**config.mk**
```make
export PLATFORM = sky130hd
export DESIGN_NAME = trt_timer_reset
export DESIGN_NICKNAME = d
export VERILOG_FILES = /design/src/trt_timer_reset.v
export VERILOG_INCLUDE_DIRS = /design/src
export SDC_FILE = /design/constraint.sdc
export NUM_CORES = 1
export LEC_CHECK = 0
export BUFFER_PORTS_ARGS = -buffer_cell sky130_fd_sc_hd__buf_4
export CAP_MARGIN = 10
export CORE_ASPECT_RATIO = 0.9
export CORE_MARGIN = 2
export CORE_UTILIZATION = 40
export CTS_CLUSTER_SIZE = 12
export DETAILED_ROUTE_END_ITERATION = 7
export PLACE_DENSITY_LB_ADDON = 0.15
export SLEW_MARGIN = 10
export SYNTH_ARGS = -nofsm -noshare
export SYNTH_HDL_FRONTEND = slang
export SYNTH_SLANG_ARGS = --single-unit
```
**constraint.sdc**
```tcl
create_clock -name mclk_in -period 3.4 [get_ports mclk_in]
set_input_delay 0 -clock mclk_in [delete_from_list [all_inputs] [get_ports mclk_in]]
set_output_delay 0 -clock mclk_in [all_outputs]
set_load 0.02 [all_outputs]
```
**src/trt_regs.vh**
```
// Constants for the timer and reset unit: register offsets, field positions,
// reset values and timing counts. Definitions only; included by trt_timer_reset.v.
// Functional notes
// - Low-voltage, external pin, power-on and timeout expiry each reset the system.
// - One cause flag per source; each reset sets its own flag and clears the others, so the most recent cause is recorded.
// - Clock output is off during reset and stays off until software enables it.
// - Time-of-day counter always runs, ticking at crystal clock divided by 128.
// - Two 32-bit registers hold seconds and 1/256 fractions, fraction carries into seconds.
// - Time-of-day counter keeps counting in every low-power state, never gated.
// - Alarm raises a request that can wake the processor from any low-power state.
// - Interval timer ticks at crystal clock divided by 4, reloads or runs free.
// - Timeout timer ticks at crystal divided by 16384, 6-bit count, expiry resets.
// - Each complete service sequence reloads the timeout count from the programmed value.
// - In stop state both timers keep running unless software chose to stop them.
`ifndef TRT_REGS_VH
`define TRT_REGS_VH

// Register byte offsets.
`define TRT_CTRL_ADDR 8'h00
`define TRT_STAT_ADDR 8'h04
`define TRT_PMOD_ADDR 8'h08
`define TRT_PCNT_ADDR 8'h0c
`define TRT_WCFG_ADDR 8'h10
`define TRT_WSVC_ADDR 8'h14
`define TRT_WCNT_ADDR 8'h18
`define TRT_TSEC_ADDR 8'h1c
`define TRT_TFRC_ADDR 8'h20
`define TRT_ASEC_ADDR 8'h24
`define TRT_AFRC_ADDR 8'h28

// Control register fields.
`define TRT_CTRL_PIT_EN 0
`define TRT_CTRL_PIT_FREE 1
`define TRT_CTRL_PIT_IE 2
`define TRT_CTRL_PIT_STOP 3
`define TRT_CTRL_STO_EN 4
`define TRT_CTRL_STO_STOP 5
`define TRT_CTRL_CKO_EN 6
`define TRT_CTRL_CKO_SEL 7
`define TRT_CTRL_ALM_IE 8
`define TRT_CTRL_W 9
`define TRT_CTRL_RST 9'h000

// Status register fields.
`define TRT_STAT_PIT_FLAG 0
`define TRT_STAT_ALM_FLAG 1
`define TRT_STAT_CAUSE_LSB 4
`define TRT_CAUSE_LVD 4'h1
`define TRT_CAUSE_EXT 4'h2
`define TRT_CAUSE_POR 4'h4
`define TRT_CAUSE_STO 4'h8

// Reset values of the counters and service keys.
`define TRT_PMOD_RST 16'hffff
`define TRT_WCFG_RST 6'h3f
`define TRT_WSVC_KEY1 16'h5555
`define TRT_WSVC_KEY2 16'haaaa
`define TRT_FRAC_STEPS 9'h100

// Prescaler tap widths: divide by 4, 128 and 16384.
`define TRT_PIT_DIV_BITS 2
`define TRT_TDAY_DIV_BITS 7
`define TRT_STO_DIV_BITS 14

// Reset hold time and its cycle count at the system clock.
`define TRT_CLK_MHZ 20
`define TRT_RST_HOLD_NS 1000
`define TRT_RST_HOLD_CYC ((`TRT_RST_HOLD_NS * `TRT_CLK_MHZ + 999) / 1000)

`endif

```
**src/trt_timer_reset.v**
```verilog
// Timer and reset unit: reset cause logic, clock output gate, time-of-day
// counter with alarm, periodic interval timer and service timeout timer.
// Assumes a classic Wishbone master on mclk_in and a slow crystal clock pin.
`timescale 1ns/100ps
`include "trt_regs.vh"

module trt_timer_reset #(
    parameter PIT_W = 16,
    parameter STO_W = 6
) (
    input wire mclk_in,
    input wire rst_b_in,
    input wire wb_cyc_in,
    input wire wb_stb_in,
    input wire wb_we_in,
    input wire [7:0] wb_adr_in,
    input wire [3:0] wb_sel_in,
    input wire [31:0] wb_dat_in,
    output reg [31:0] wb_dat_out,
    output reg wb_ack_out,
    input wire crystal_reference_clock_in,
    input wire low_voltage_in,
    input wire ext_reset_b_in,
    input wire stop_mode_in,
    output reg sys_reset_b_out,
    output reg external_clock_output_out,
    output wire pit_irq_out,
    output wire alarm_irq_out,
    output wire wake_out
);

    reg [1:0] xtal_sync;
    reg xtal_prev;
    reg [1:0] lvd_sync;
    reg [1:0] ext_sync;
    reg [13:0] presc;
    reg [7:0] hold_cnt;
    reg in_reset;
    reg [3:0] cause;
    reg [`TRT_CTRL_W-1:0] ctrl;
    reg [PIT_W-1:0] pit_mod;
    reg [PIT_W-1:0] pit_cnt;
    reg pit_flag;
    reg [STO_W-1:0] sto_cfg;
    reg [STO_W-1:0] sto_cnt;
    reg sto_key_ok;
    reg [31:0] tday_sec;
    reg [31:0] tday_frac;
    reg [31:0] alm_sec;
    reg [31:0] alm_frac;
    reg alm_flag;
    reg fast_div;
    reg [31:0] next_rdata;
    reg [31:0] next_wdata;

    wire xtal_edge;
    wire tick_pit;
    wire tick_tday;
    wire tick_sto;
    wire wb_req;
    wire wr_en;
    wire pit_run;
    wire sto_run;
    wire sto_expire;
    wire pit_term;
    wire alm_hit;
    wire [31:0] frac_inc;

    // Reset constants sized to the registers that they load.
    localparam [PIT_W-1:0] PIT_RST = `TRT_PMOD_RST;
    localparam [STO_W-1:0] STO_RST = `TRT_WCFG_RST;
    localparam [31:0] HOLD_FULL = `TRT_RST_HOLD_CYC;
    localparam [7:0] HOLD_CYC = HOLD_FULL[7:0];

    // Crystal, low-voltage and external reset pins pass two flops before any logic reads them; the stop level is read directly.
    always @(posedge mclk_in or negedge rst_b_in) begin
        if (!rst_b_in) begin
            xtal_sync <= 2'h0;
            xtal_prev <= 1'b0;
            lvd_sync <= 2'h0;
            ext_sync <= 2'h3;
        end else begin
            xtal_sync <= {xtal_sync[0], crystal_reference_clock_in};
            xtal_prev <= xtal_sync[1];
            lvd_sync <= {lvd_sync[0], low_voltage_in};
            ext_sync <= {ext_sync[0], ext_reset_b_in};
        end
    end

    assign xtal_edge = xtal_sync[1] & ~xtal_prev;

    // The prescaler is cleared only at power-on so that time keeps running
    // through every other reset and every low-power state.
    always @(posedge mclk_in or negedge rst_b_in) begin
        if (!rst_b_in) begin
            presc <= 14'h0000;
        end else if (xtal_edge) begin
            presc <= presc + 14'h0001;
        end
    end

    // Taps fire on the crystal edge that completes each divide period.
    assign tick_pit = xtal_edge & (&presc[`TRT_PIT_DIV_BITS-1:0]);
    assign tick_tday = xtal_edge & (&presc[`TRT_TDAY_DIV_BITS-1:0]);
    assign tick_sto = xtal_edge & (&presc[`TRT_STO_DIV_BITS-1:0]);

    // Stop state halts the two timers only when software asked for it.
    assign pit_run = ctrl[`TRT_CTRL_PIT_EN] &
                     ~(stop_mode_in & ctrl[`TRT_CTRL_PIT_STOP]);
    assign sto_run = ctrl[`TRT_CTRL_STO_EN] &
                     ~(stop_mode_in & ctrl[`TRT_CTRL_STO_STOP]);
    assign sto_expire = sto_run & tick_sto & (sto_cnt == {STO_W{1'b0}});
    assign pit_term = pit_run & tick_pit & (pit_cnt == {PIT_W{1'b0}});

    // Any source starts a stretched system reset; the hold counter keeps it
    // asserted a minimum time even for a short timeout expiry pulse.
    always @(posedge mclk_in or negedge rst_b_in) begin
        if (!rst_b_in) begin
            hold_cnt <= HOLD_CYC; // Power-on gets the same full stretch.
            in_reset <= 1'b1;
            cause <= `TRT_CAUSE_POR;
            sys_reset_b_out <= 1'b0;
        end else begin
            if (lvd_sync[1] | ~ext_sync[1] | sto_expire) begin
                hold_cnt <= HOLD_CYC;
                in_reset <= 1'b1;
                if (lvd_sync[1]) begin
                    cause <= `TRT_CAUSE_LVD;
                end else if (~ext_sync[1]) begin
                    cause <= `TRT_CAUSE_EXT;
                end else begin
                    cause <= `TRT_CAUSE_STO;
                end
            end else if (hold_cnt != 8'h00) begin
                hold_cnt <= hold_cnt - 8'h01;
            end else begin
                in_reset <= 1'b0;
            end
            sys_reset_b_out <= ~in_reset;
        end
    end

    // Clock output: gated off in reset and until the enable bit is set.
    always @(posedge mclk_in or negedge rst_b_in) begin
        if (!rst_b_in) begin
            fast_div <= 1'b0;
            external_clock_output_out <= 1'b0;
        end else begin
            fast_div <= ~fast_div;
            external_clock_output_out <= ~in_reset & ctrl[`TRT_CTRL_CKO_EN] &
                (ctrl[`TRT_CTRL_CKO_SEL] ? fast_div : xtal_sync[1]);
        end
    end

    // Wishbone slave: one wait state, ack for one cycle, unmapped reads zero.
    assign wb_req = wb_cyc_in & wb_stb_in & ~wb_ack_out;
    assign wr_en = wb_req & wb_we_in;

    // Byte lanes merge the write data into the addressed register's value.
    always @* begin
        next_wdata = next_rdata;
        if (wb_sel_in[0]) next_wdata[7:0] = wb_dat_in[7:0];
        if (wb_sel_in[1]) next_wdata[15:8] = wb_dat_in[15:8];
        if (wb_sel_in[2]) next_wdata[23:16] = wb_dat_in[23:16];
        if (wb_sel_in[3]) next_wdata[31:24] = wb_dat_in[31:24];
    end

    // Read multiplexer.
    always @* begin
        next_rdata = 32'h00000000;
        case (wb_adr_in)
            `TRT_CTRL_ADDR: next_rdata[`TRT_CTRL_W-1:0] = ctrl;
            `TRT_STAT_ADDR: next_rdata = {24'h000000, cause, 2'h0, alm_flag, pit_flag};
            `TRT_PMOD_ADDR: next_rdata[PIT_W-1:0] = pit_mod;
            `TRT_PCNT_ADDR: next_rdata[PIT_W-1:0] = pit_cnt;
            `TRT_WCFG_ADDR: next_rdata[STO_W-1:0] = sto_cfg;
            `TRT_WCNT_ADDR: next_rdata[STO_W-1:0] = sto_cnt;
            `TRT_TSEC_ADDR: next_rdata = tday_sec;
            `TRT_TFRC_ADDR: next_rdata = tday_frac;
            `TRT_ASEC_ADDR: next_rdata = alm_sec;
            `TRT_AFRC_ADDR: next_rdata = alm_frac;
            default: next_rdata = 32'h00000000;
        endcase
    end

    // Bus answer registers.
    always @(posedge mclk_in or negedge rst_b_in) begin
        if (!rst_b_in) begin
            wb_ack_out <= 1'b0;
            wb_dat_out <= 32'h00000000;
        end else begin
            wb_ack_out <= wb_req;
            if (wb_req & ~wb_we_in) begin
                wb_dat_out <= next_rdata;
            end
        end
    end

    // Control and timer configuration; a system reset restores defaults,
    // so the clock output enable must be written again afterwards.
    always @(posedge mclk_in or negedge rst_b_in) begin
        if (!rst_b_in) begin
            ctrl <= `TRT_CTRL_RST;
            pit_mod <= PIT_RST;
            sto_cfg <= STO_RST;
        end else if (in_reset) begin
            ctrl <= `TRT_CTRL_RST;
            pit_mod <= PIT_RST;
            sto_cfg <= STO_RST;
        end else if (wr_en) begin
            if (wb_adr_in == `TRT_CTRL_ADDR) ctrl <= next_wdata[`TRT_CTRL_W-1:0];
            if (wb_adr_in == `TRT_PMOD_ADDR) pit_mod <= next_wdata[PIT_W-1:0];
            if (wb_adr_in == `TRT_WCFG_ADDR) sto_cfg <= next_wdata[STO_W-1:0];
        end
    end

    // Interval timer: reloads from the modulus at terminal count, or wraps
    // through all ones when free-running. Flag set wins over a clearing write.
    always @(posedge mclk_in or negedge rst_b_in) begin
        if (!rst_b_in) begin
            pit_cnt <= PIT_RST;
            pit_flag <= 1'b0;
        end else if (in_reset) begin
            pit_cnt <= PIT_RST;
            pit_flag <= 1'b0;
        end else begin
            if (wr_en & (wb_adr_in == `TRT_PMOD_ADDR)) begin
                pit_cnt <= next_wdata[PIT_W-1:0];
            end else if (pit_term & ~ctrl[`TRT_CTRL_PIT_FREE]) begin
                pit_cnt <= pit_mod;
            end else if (pit_run & tick_pit) begin
                pit_cnt <= pit_cnt - {{(PIT_W-1){1'b0}}, 1'b1};
            end
            if (pit_term) begin
                pit_flag <= 1'b1;
            end else if (wr_en & (wb_adr_in == `TRT_STAT_ADDR) &
                         wb_sel_in[0] & wb_dat_in[`TRT_STAT_PIT_FLAG]) begin
                pit_flag <= 1'b0;
            end
        end
    end

    assign pit_irq_out = pit_flag & ctrl[`TRT_CTRL_PIT_IE];

    // Service timeout timer. The service sequence is key one then key two on
    // the service register; any value other than the two keys written there aborts the sequence.
    // A timer stopped in stop state holds its count, so the timeout resumes
    // where it was; only a disabled timer follows the programmed value.
    always @(posedge mclk_in or negedge rst_b_in) begin
        if (!rst_b_in) begin
            sto_cnt <= STO_RST;
            sto_key_ok <= 1'b0;
        end else if (in_reset) begin
            sto_cnt <= STO_RST;
            sto_key_ok <= 1'b0;
        end else if (wr_en & (wb_adr_in == `TRT_WSVC_ADDR)) begin
            if (sto_key_ok & (wb_dat_in[15:0] == `TRT_WSVC_KEY2)) begin
                sto_cnt <= sto_cfg;
                sto_key_ok <= 1'b0;
            end else begin
                sto_key_ok <= (wb_dat_in[15:0] == `TRT_WSVC_KEY1);
            end
        end else if (~ctrl[`TRT_CTRL_STO_EN]) begin
            sto_cnt <= sto_cfg;
        end else if (sto_run & tick_sto & (sto_cnt != {STO_W{1'b0}})) begin
            sto_cnt <= sto_cnt - {{(STO_W-1){1'b0}}, 1'b1};
        end
    end

    // Time of day: fraction steps 0..255 and carries into seconds. Only the
    // power-on reset clears it; software may load a new time at any moment.
    assign frac_inc = tday_frac + 32'h00000001;
    assign alm_hit = (tday_sec == alm_sec) & (tday_frac == alm_frac);

    always @(posedge mclk_in or negedge rst_b_in) begin
        if (!rst_b_in) begin
            tday_sec <= 32'h00000000;
            tday_frac <= 32'h00000000;
            alm_sec <= 32'hffffffff;
            alm_frac <= 32'hffffffff;
            alm_flag <= 1'b0;
        end else begin
            // A load wins only for the word it writes, so no tick is lost.
            if (wr_en & (wb_adr_in == `TRT_TFRC_ADDR)) begin
                tday_frac <= next_wdata & {23'h000000, 9'h0ff};
            end else if (tick_tday & (frac_inc[8:0] == `TRT_FRAC_STEPS)) begin
                tday_frac <= 32'h00000000;
            end else if (tick_tday) begin
                tday_frac <= frac_inc;
            end
            if (wr_en & (wb_adr_in == `TRT_TSEC_ADDR)) begin
                tday_sec <= next_wdata;
            end else if (tick_tday & (frac_inc[8:0] == `TRT_FRAC_STEPS)) begin
                tday_sec <= tday_sec + 32'h00000001;
            end
            if (wr_en & (wb_adr_in == `TRT_ASEC_ADDR)) alm_sec <= next_wdata;
            if (wr_en & (wb_adr_in == `TRT_AFRC_ADDR)) alm_frac <= next_wdata;
            if (tick_tday & alm_hit) begin
                alm_flag <= 1'b1;
            end else if (wr_en & (wb_adr_in == `TRT_STAT_ADDR) &
                         wb_sel_in[0] & wb_dat_in[`TRT_STAT_ALM_FLAG]) begin
                alm_flag <= 1'b0;
            end
        end
    end

    // Alarm request is level and ungated by power mode, so it can wake the core.
    assign alarm_irq_out = alm_flag & ctrl[`TRT_CTRL_ALM_IE];
    assign wake_out = alarm_irq_out | pit_irq_out;

endmodule // trt_timer_reset

```
==> reports/summary.log <==
qor: floorplanning.initial_standard_cell_utilization_of_the_core 40.5%
qor: logic_synthesis.synth_cell_types 81
qor: power_and_ir_drop.power.ir.vdd_worst 0.000403 V
qor: timing.post-route-min-period 2.84 ns
qor: drt.drt-initial-drc-count 1243
qor: clocking.cts-htree-levels 1
qor: worst_hold_path.hold_path.class input pin to flop
qor: grt.grt_overflow 0
qor: power_and_ir_drop.power 7.45 mW
qor: drt.routedWlPerCell 23.7 um
qor: timing.rsz_0062_raised_after_global_routing no
qor: timing.finalHoldViolCount 0
qor: clocking.cts_max_path_buffers 3
qor: logic_synthesis.post_synth_edffs 0
qor: worst_setup_path.crit_required 3.89 ns
qor: cells_and_area.num-fill-cells 3611
qor: drt.top_layer_used met5
qor: worst_setup_path.critical_path_arrival 3.33 ns
qor: outcome.run_status finished, final reports clean
qor: clocking.cts.root.buffer_cell sky130_fd_sc_hd__clkbuf_16
qor: grt.grt_use_total 26.7%
qor: clocking.clk_pin_slew_worst_paths 0.06 ns
qor: logic_synthesis.dominantRegCellSynth sky130_fd_sc_hd__dfrtp_1
qor: worst_setup_path.timing.setup.critical_path_class flop to flop
qor: job.cap_viol_max_count 0
qor: worst_setup_path.critPathLaunchType flop
qor: timing.worst_clock_skew 0.0140 ns
qor: worst_setup_path.path_max_fanout 11
qor: cells_and_area.area.sequential 6500 um2
qor: grt.maximum_number_of_pins_on_one_net_before_global_route_repair 101
qor: power_and_ir_drop.power-per-cell-area 415 nW/um2
qor: floorplanning.placeableCoreArea 37200 um2
qor: timing.holdWs 0.0476 ns
qor: worst_setup_path.critPathCaptureType flop
qor: floorplanning.boundaryPins 91
qor: power_and_ir_drop.leakage 7.11 nW
qor: timing.fmaxAchievable 352 MHz
qor: logic_synthesis.synth_area 15100 um2
qor: grt.vias_in_the_first_global_route 12800
qor: clocking.cts_tree done
qor: clocking.cts_post_setup_buffers_inserted 0
qor: logic_synthesis.synth_seq_cells 254
qor: drt.antenna_nets_post_route 0
qor: timing.maxSlewViolCount 0
qor: clocking.cts.sink_count 254
qor: clocking.cts_hold_repair.buffers 57
qor: logic_synthesis.synth-seq-area-share 43.1%
qor: clocking.cts_buffers 31
qor: drt.wirelength 52.6 mm
qor: place.hpwl 38.2 mm
qor: drt.routed_via_density 5.93
qor: logic_synthesis.synth.top_cell.area_share 23.2%
qor: cells_and_area.final_layout_size_suffix_gt1_share 23.2%
qor: logic_synthesis.yosys-top-cells-count 148 x sky130_fd_sc_hd__nand2_1, 140 x sky130_fd_sc_hd__dfrtp_1, 116 x sky130_fd_sc_hd__nor2_1
qor: timing.timing.slew.headroom 36.1%
qor: logic_synthesis.number_of_synthesis_warnings 0
qor: timing.final-setup-viol-count 0
qor: drt.route.layer.met1.wl 24.5 mm
qor: floorplanning.dieArea 39300 um2
qor: grt.first_pass_grt_wire_length 80.4 mm
qor: floorplanning.placement_rows 67
qor: cells_and_area.syn2layout_area_growth 19.2%
qor: drt.drt_pass1_iterations 6
qor: drt.detailroute.via_count 13200
qor: floorplanning.y_dimension_of_the_die 188 um
qor: place.gpl.final_weighted_congestion 0.933
qor: drt.dr_wl_met3 3.90 mm
qor: clocking.clock_insertion_delay_at_the_later_pin_of_the_skew_report 0.58 ns
qor: place.place.port_buffers 90
qor: grt.antenna_found_initial 1
qor: floorplanning.floorplan.die.width 209 um
qor: timing.final_min_period_over_clock_period 83.6%
qor: drt.met2_wirelength 22.7 mm
qor: cells_and_area.finalNetCount 1771
qor: logic_synthesis.synth.top_cells.by_area sky130_fd_sc_hd__dfrtp_1 23%, sky130_fd_sc_hd__dfstp_2 20%, sky130_fd_sc_hd__mux2i_1 5.4%
qor: logic_synthesis.synth_cells 1587
qor: timing.tightestPinTransition 0.957 ns
qor: cells_and_area.final_core_util 48.3%
qor: logic_synthesis.postSynthNetCount 1648
qor: timing.tns 0 ns
qor: logic_synthesis.yosys.cell_count.top_type sky130_fd_sc_hd__nand2_1
qor: logic_synthesis.syn-mean-instance-area 9.50 um2
qor: logic_synthesis.synth_top_area_cell sky130_fd_sc_hd__dfrtp_1
qor: clocking.cts_resized 0
qor: drt.drc 0
qor: logic_synthesis.synth_async_sr_flop_share 100%
qor: cells_and_area.multi_input_comb_area 7980 um2
-- layout by cell type (no fill, tap or decap), types with 57 or more instances in the layout --
master                            n
sky130_fd_sc_hd__a21oi_1         79
sky130_fd_sc_hd__dfrtp_1        140
sky130_fd_sc_hd__xnor2_1         84
sky130_fd_sc_hd__nor2_1         116
sky130_fd_sc_hd__mux2i_1         81
sky130_fd_sc_hd__mux2_2          69
sky130_fd_sc_hd__buf_4          137
sky130_fd_sc_hd__nand3_1         64
sky130_fd_sc_hd__o21ai_0         91
sky130_fd_sc_hd__dlygate4sd3_1   57
sky130_fd_sc_hd__nand2_1        148
sky130_fd_sc_hd__dfstp_2        114
-- flip-flops by register name, indices dropped and copies added, names as in the netlist, 2 cells and up --
register,cells
wb_dat_out,32
sto_cfg,6
ext_sync,2
sto_cnt,6
alm_frac,32
cause,4
tday_frac,32
alm_sec,32
tday_sec,32
ctrl,9
presc,14
xtal_sync,2
pit_cnt,16
pit_mod,16
lvd_sync,2
hold_cnt,8
-- per-stage QoR --
| stage | cell area, um2 | worst slack, ns | instances |
|---|---|---|---|
| 3_5_place_dp | 16300 | 0.648 | 2103 |
| 2_1_floorplan | 15100 | 1.04 | 1587 |
| 3_3_place_gp | 16300 | 0.691 | 2103 |
| 5_1_grt | 18000 | 0.371 | 2217 |
| 6_report | 18000 | 0.558 | 2218 |
| 4_1_cts | 18000 | 0.622 | 2217 |
-- worst max-delay path, stage by stage, from the launching register on --
cell and delay (ns):
sky130_fd_sc_hd__dfrtp_1 0.41, sky130_fd_sc_hd__and4b_1 0.55, sky130_fd_sc_hd__nand4_1 0.34, sky130_fd_sc_hd__and2_0 0.39
sky130_fd_sc_hd__a21oi_1 0.61, sky130_fd_sc_hd__o21ai_0 0.23, sky130_fd_sc_hd__a32oi_1 0.22
-- cell type report --
type	instances	share of cell area [%]
Tap cell	483	3.36
Sequential cell	254	36.2
Antenna cell	1	0.0139
Inverter	38	0.794
Timing Repair Buffer	198	9.31
Clock inverter	13	0.961
Clock buffer	44	4.98
Multi-Input combinational cell	1187	44.4
-- metal layers --
| metal | vias up | global-route usage, % |
|---|---|---|
| met1 | 6522 | 38.9 |
| met4 | 2 | 7.36 |
| met5 | - | 0 |
| li1 | 6044 | - |
| met2 | 479 | 39.9 |
| met3 | 104 | 5.69 |
-- path summary, 6_finish.rpt --
path,start,end,slack [ns],cells after the start
max,wb_ack_out$_DFF_PN0_,sto_cnt[4]$_DFFE_PN1P_,0.56,6
min,wb_dat_in[6],ctrl[6]$_DFFE_PN0P_,0.05,3
max reg2reg,wb_ack_out$_DFF_PN0_,sto_cnt[4]$_DFFE_PN1P_,0.56,6
min reg2reg,ext_sync[0]$_DFF_PN1_,ext_sync[1]$_DFF_PN1_,0.35,0
max in group asynchronous,rst_b_in,xtal_sync[0]$_DFF_PN0_,1.72,4
min in group asynchronous,rst_b_in,hold_cnt[5]$_DFFE_PN0P_,0.50,3
-- cell families after synthesis --
logic type / count (synthesis) / share of synthesized area (%)
AND/OR/NAND/NOR: 554 / 18.9
AO/OA/AOI/OAI: 356 / 15.6
flip-flops: 254 / 43.1
multiplexers: 153 / 10.9
buffers and inverters: 146 / 4.05
XOR/XNOR: 116 / 6.74
adder cells (fa/ha/maj): 8 / 0.664
-- where the power goes --
group | switching, mW | leakage [nW] | internal, mW
sequential | 0.0974 | 2.94 | 3.14
combinational | 0.422 | 3.64 | 0.304
clock | 1.37 | 0.532 | 2.12
total | 1.89 | 7.11 | 5.57
(Power assumes the default switching activity.)
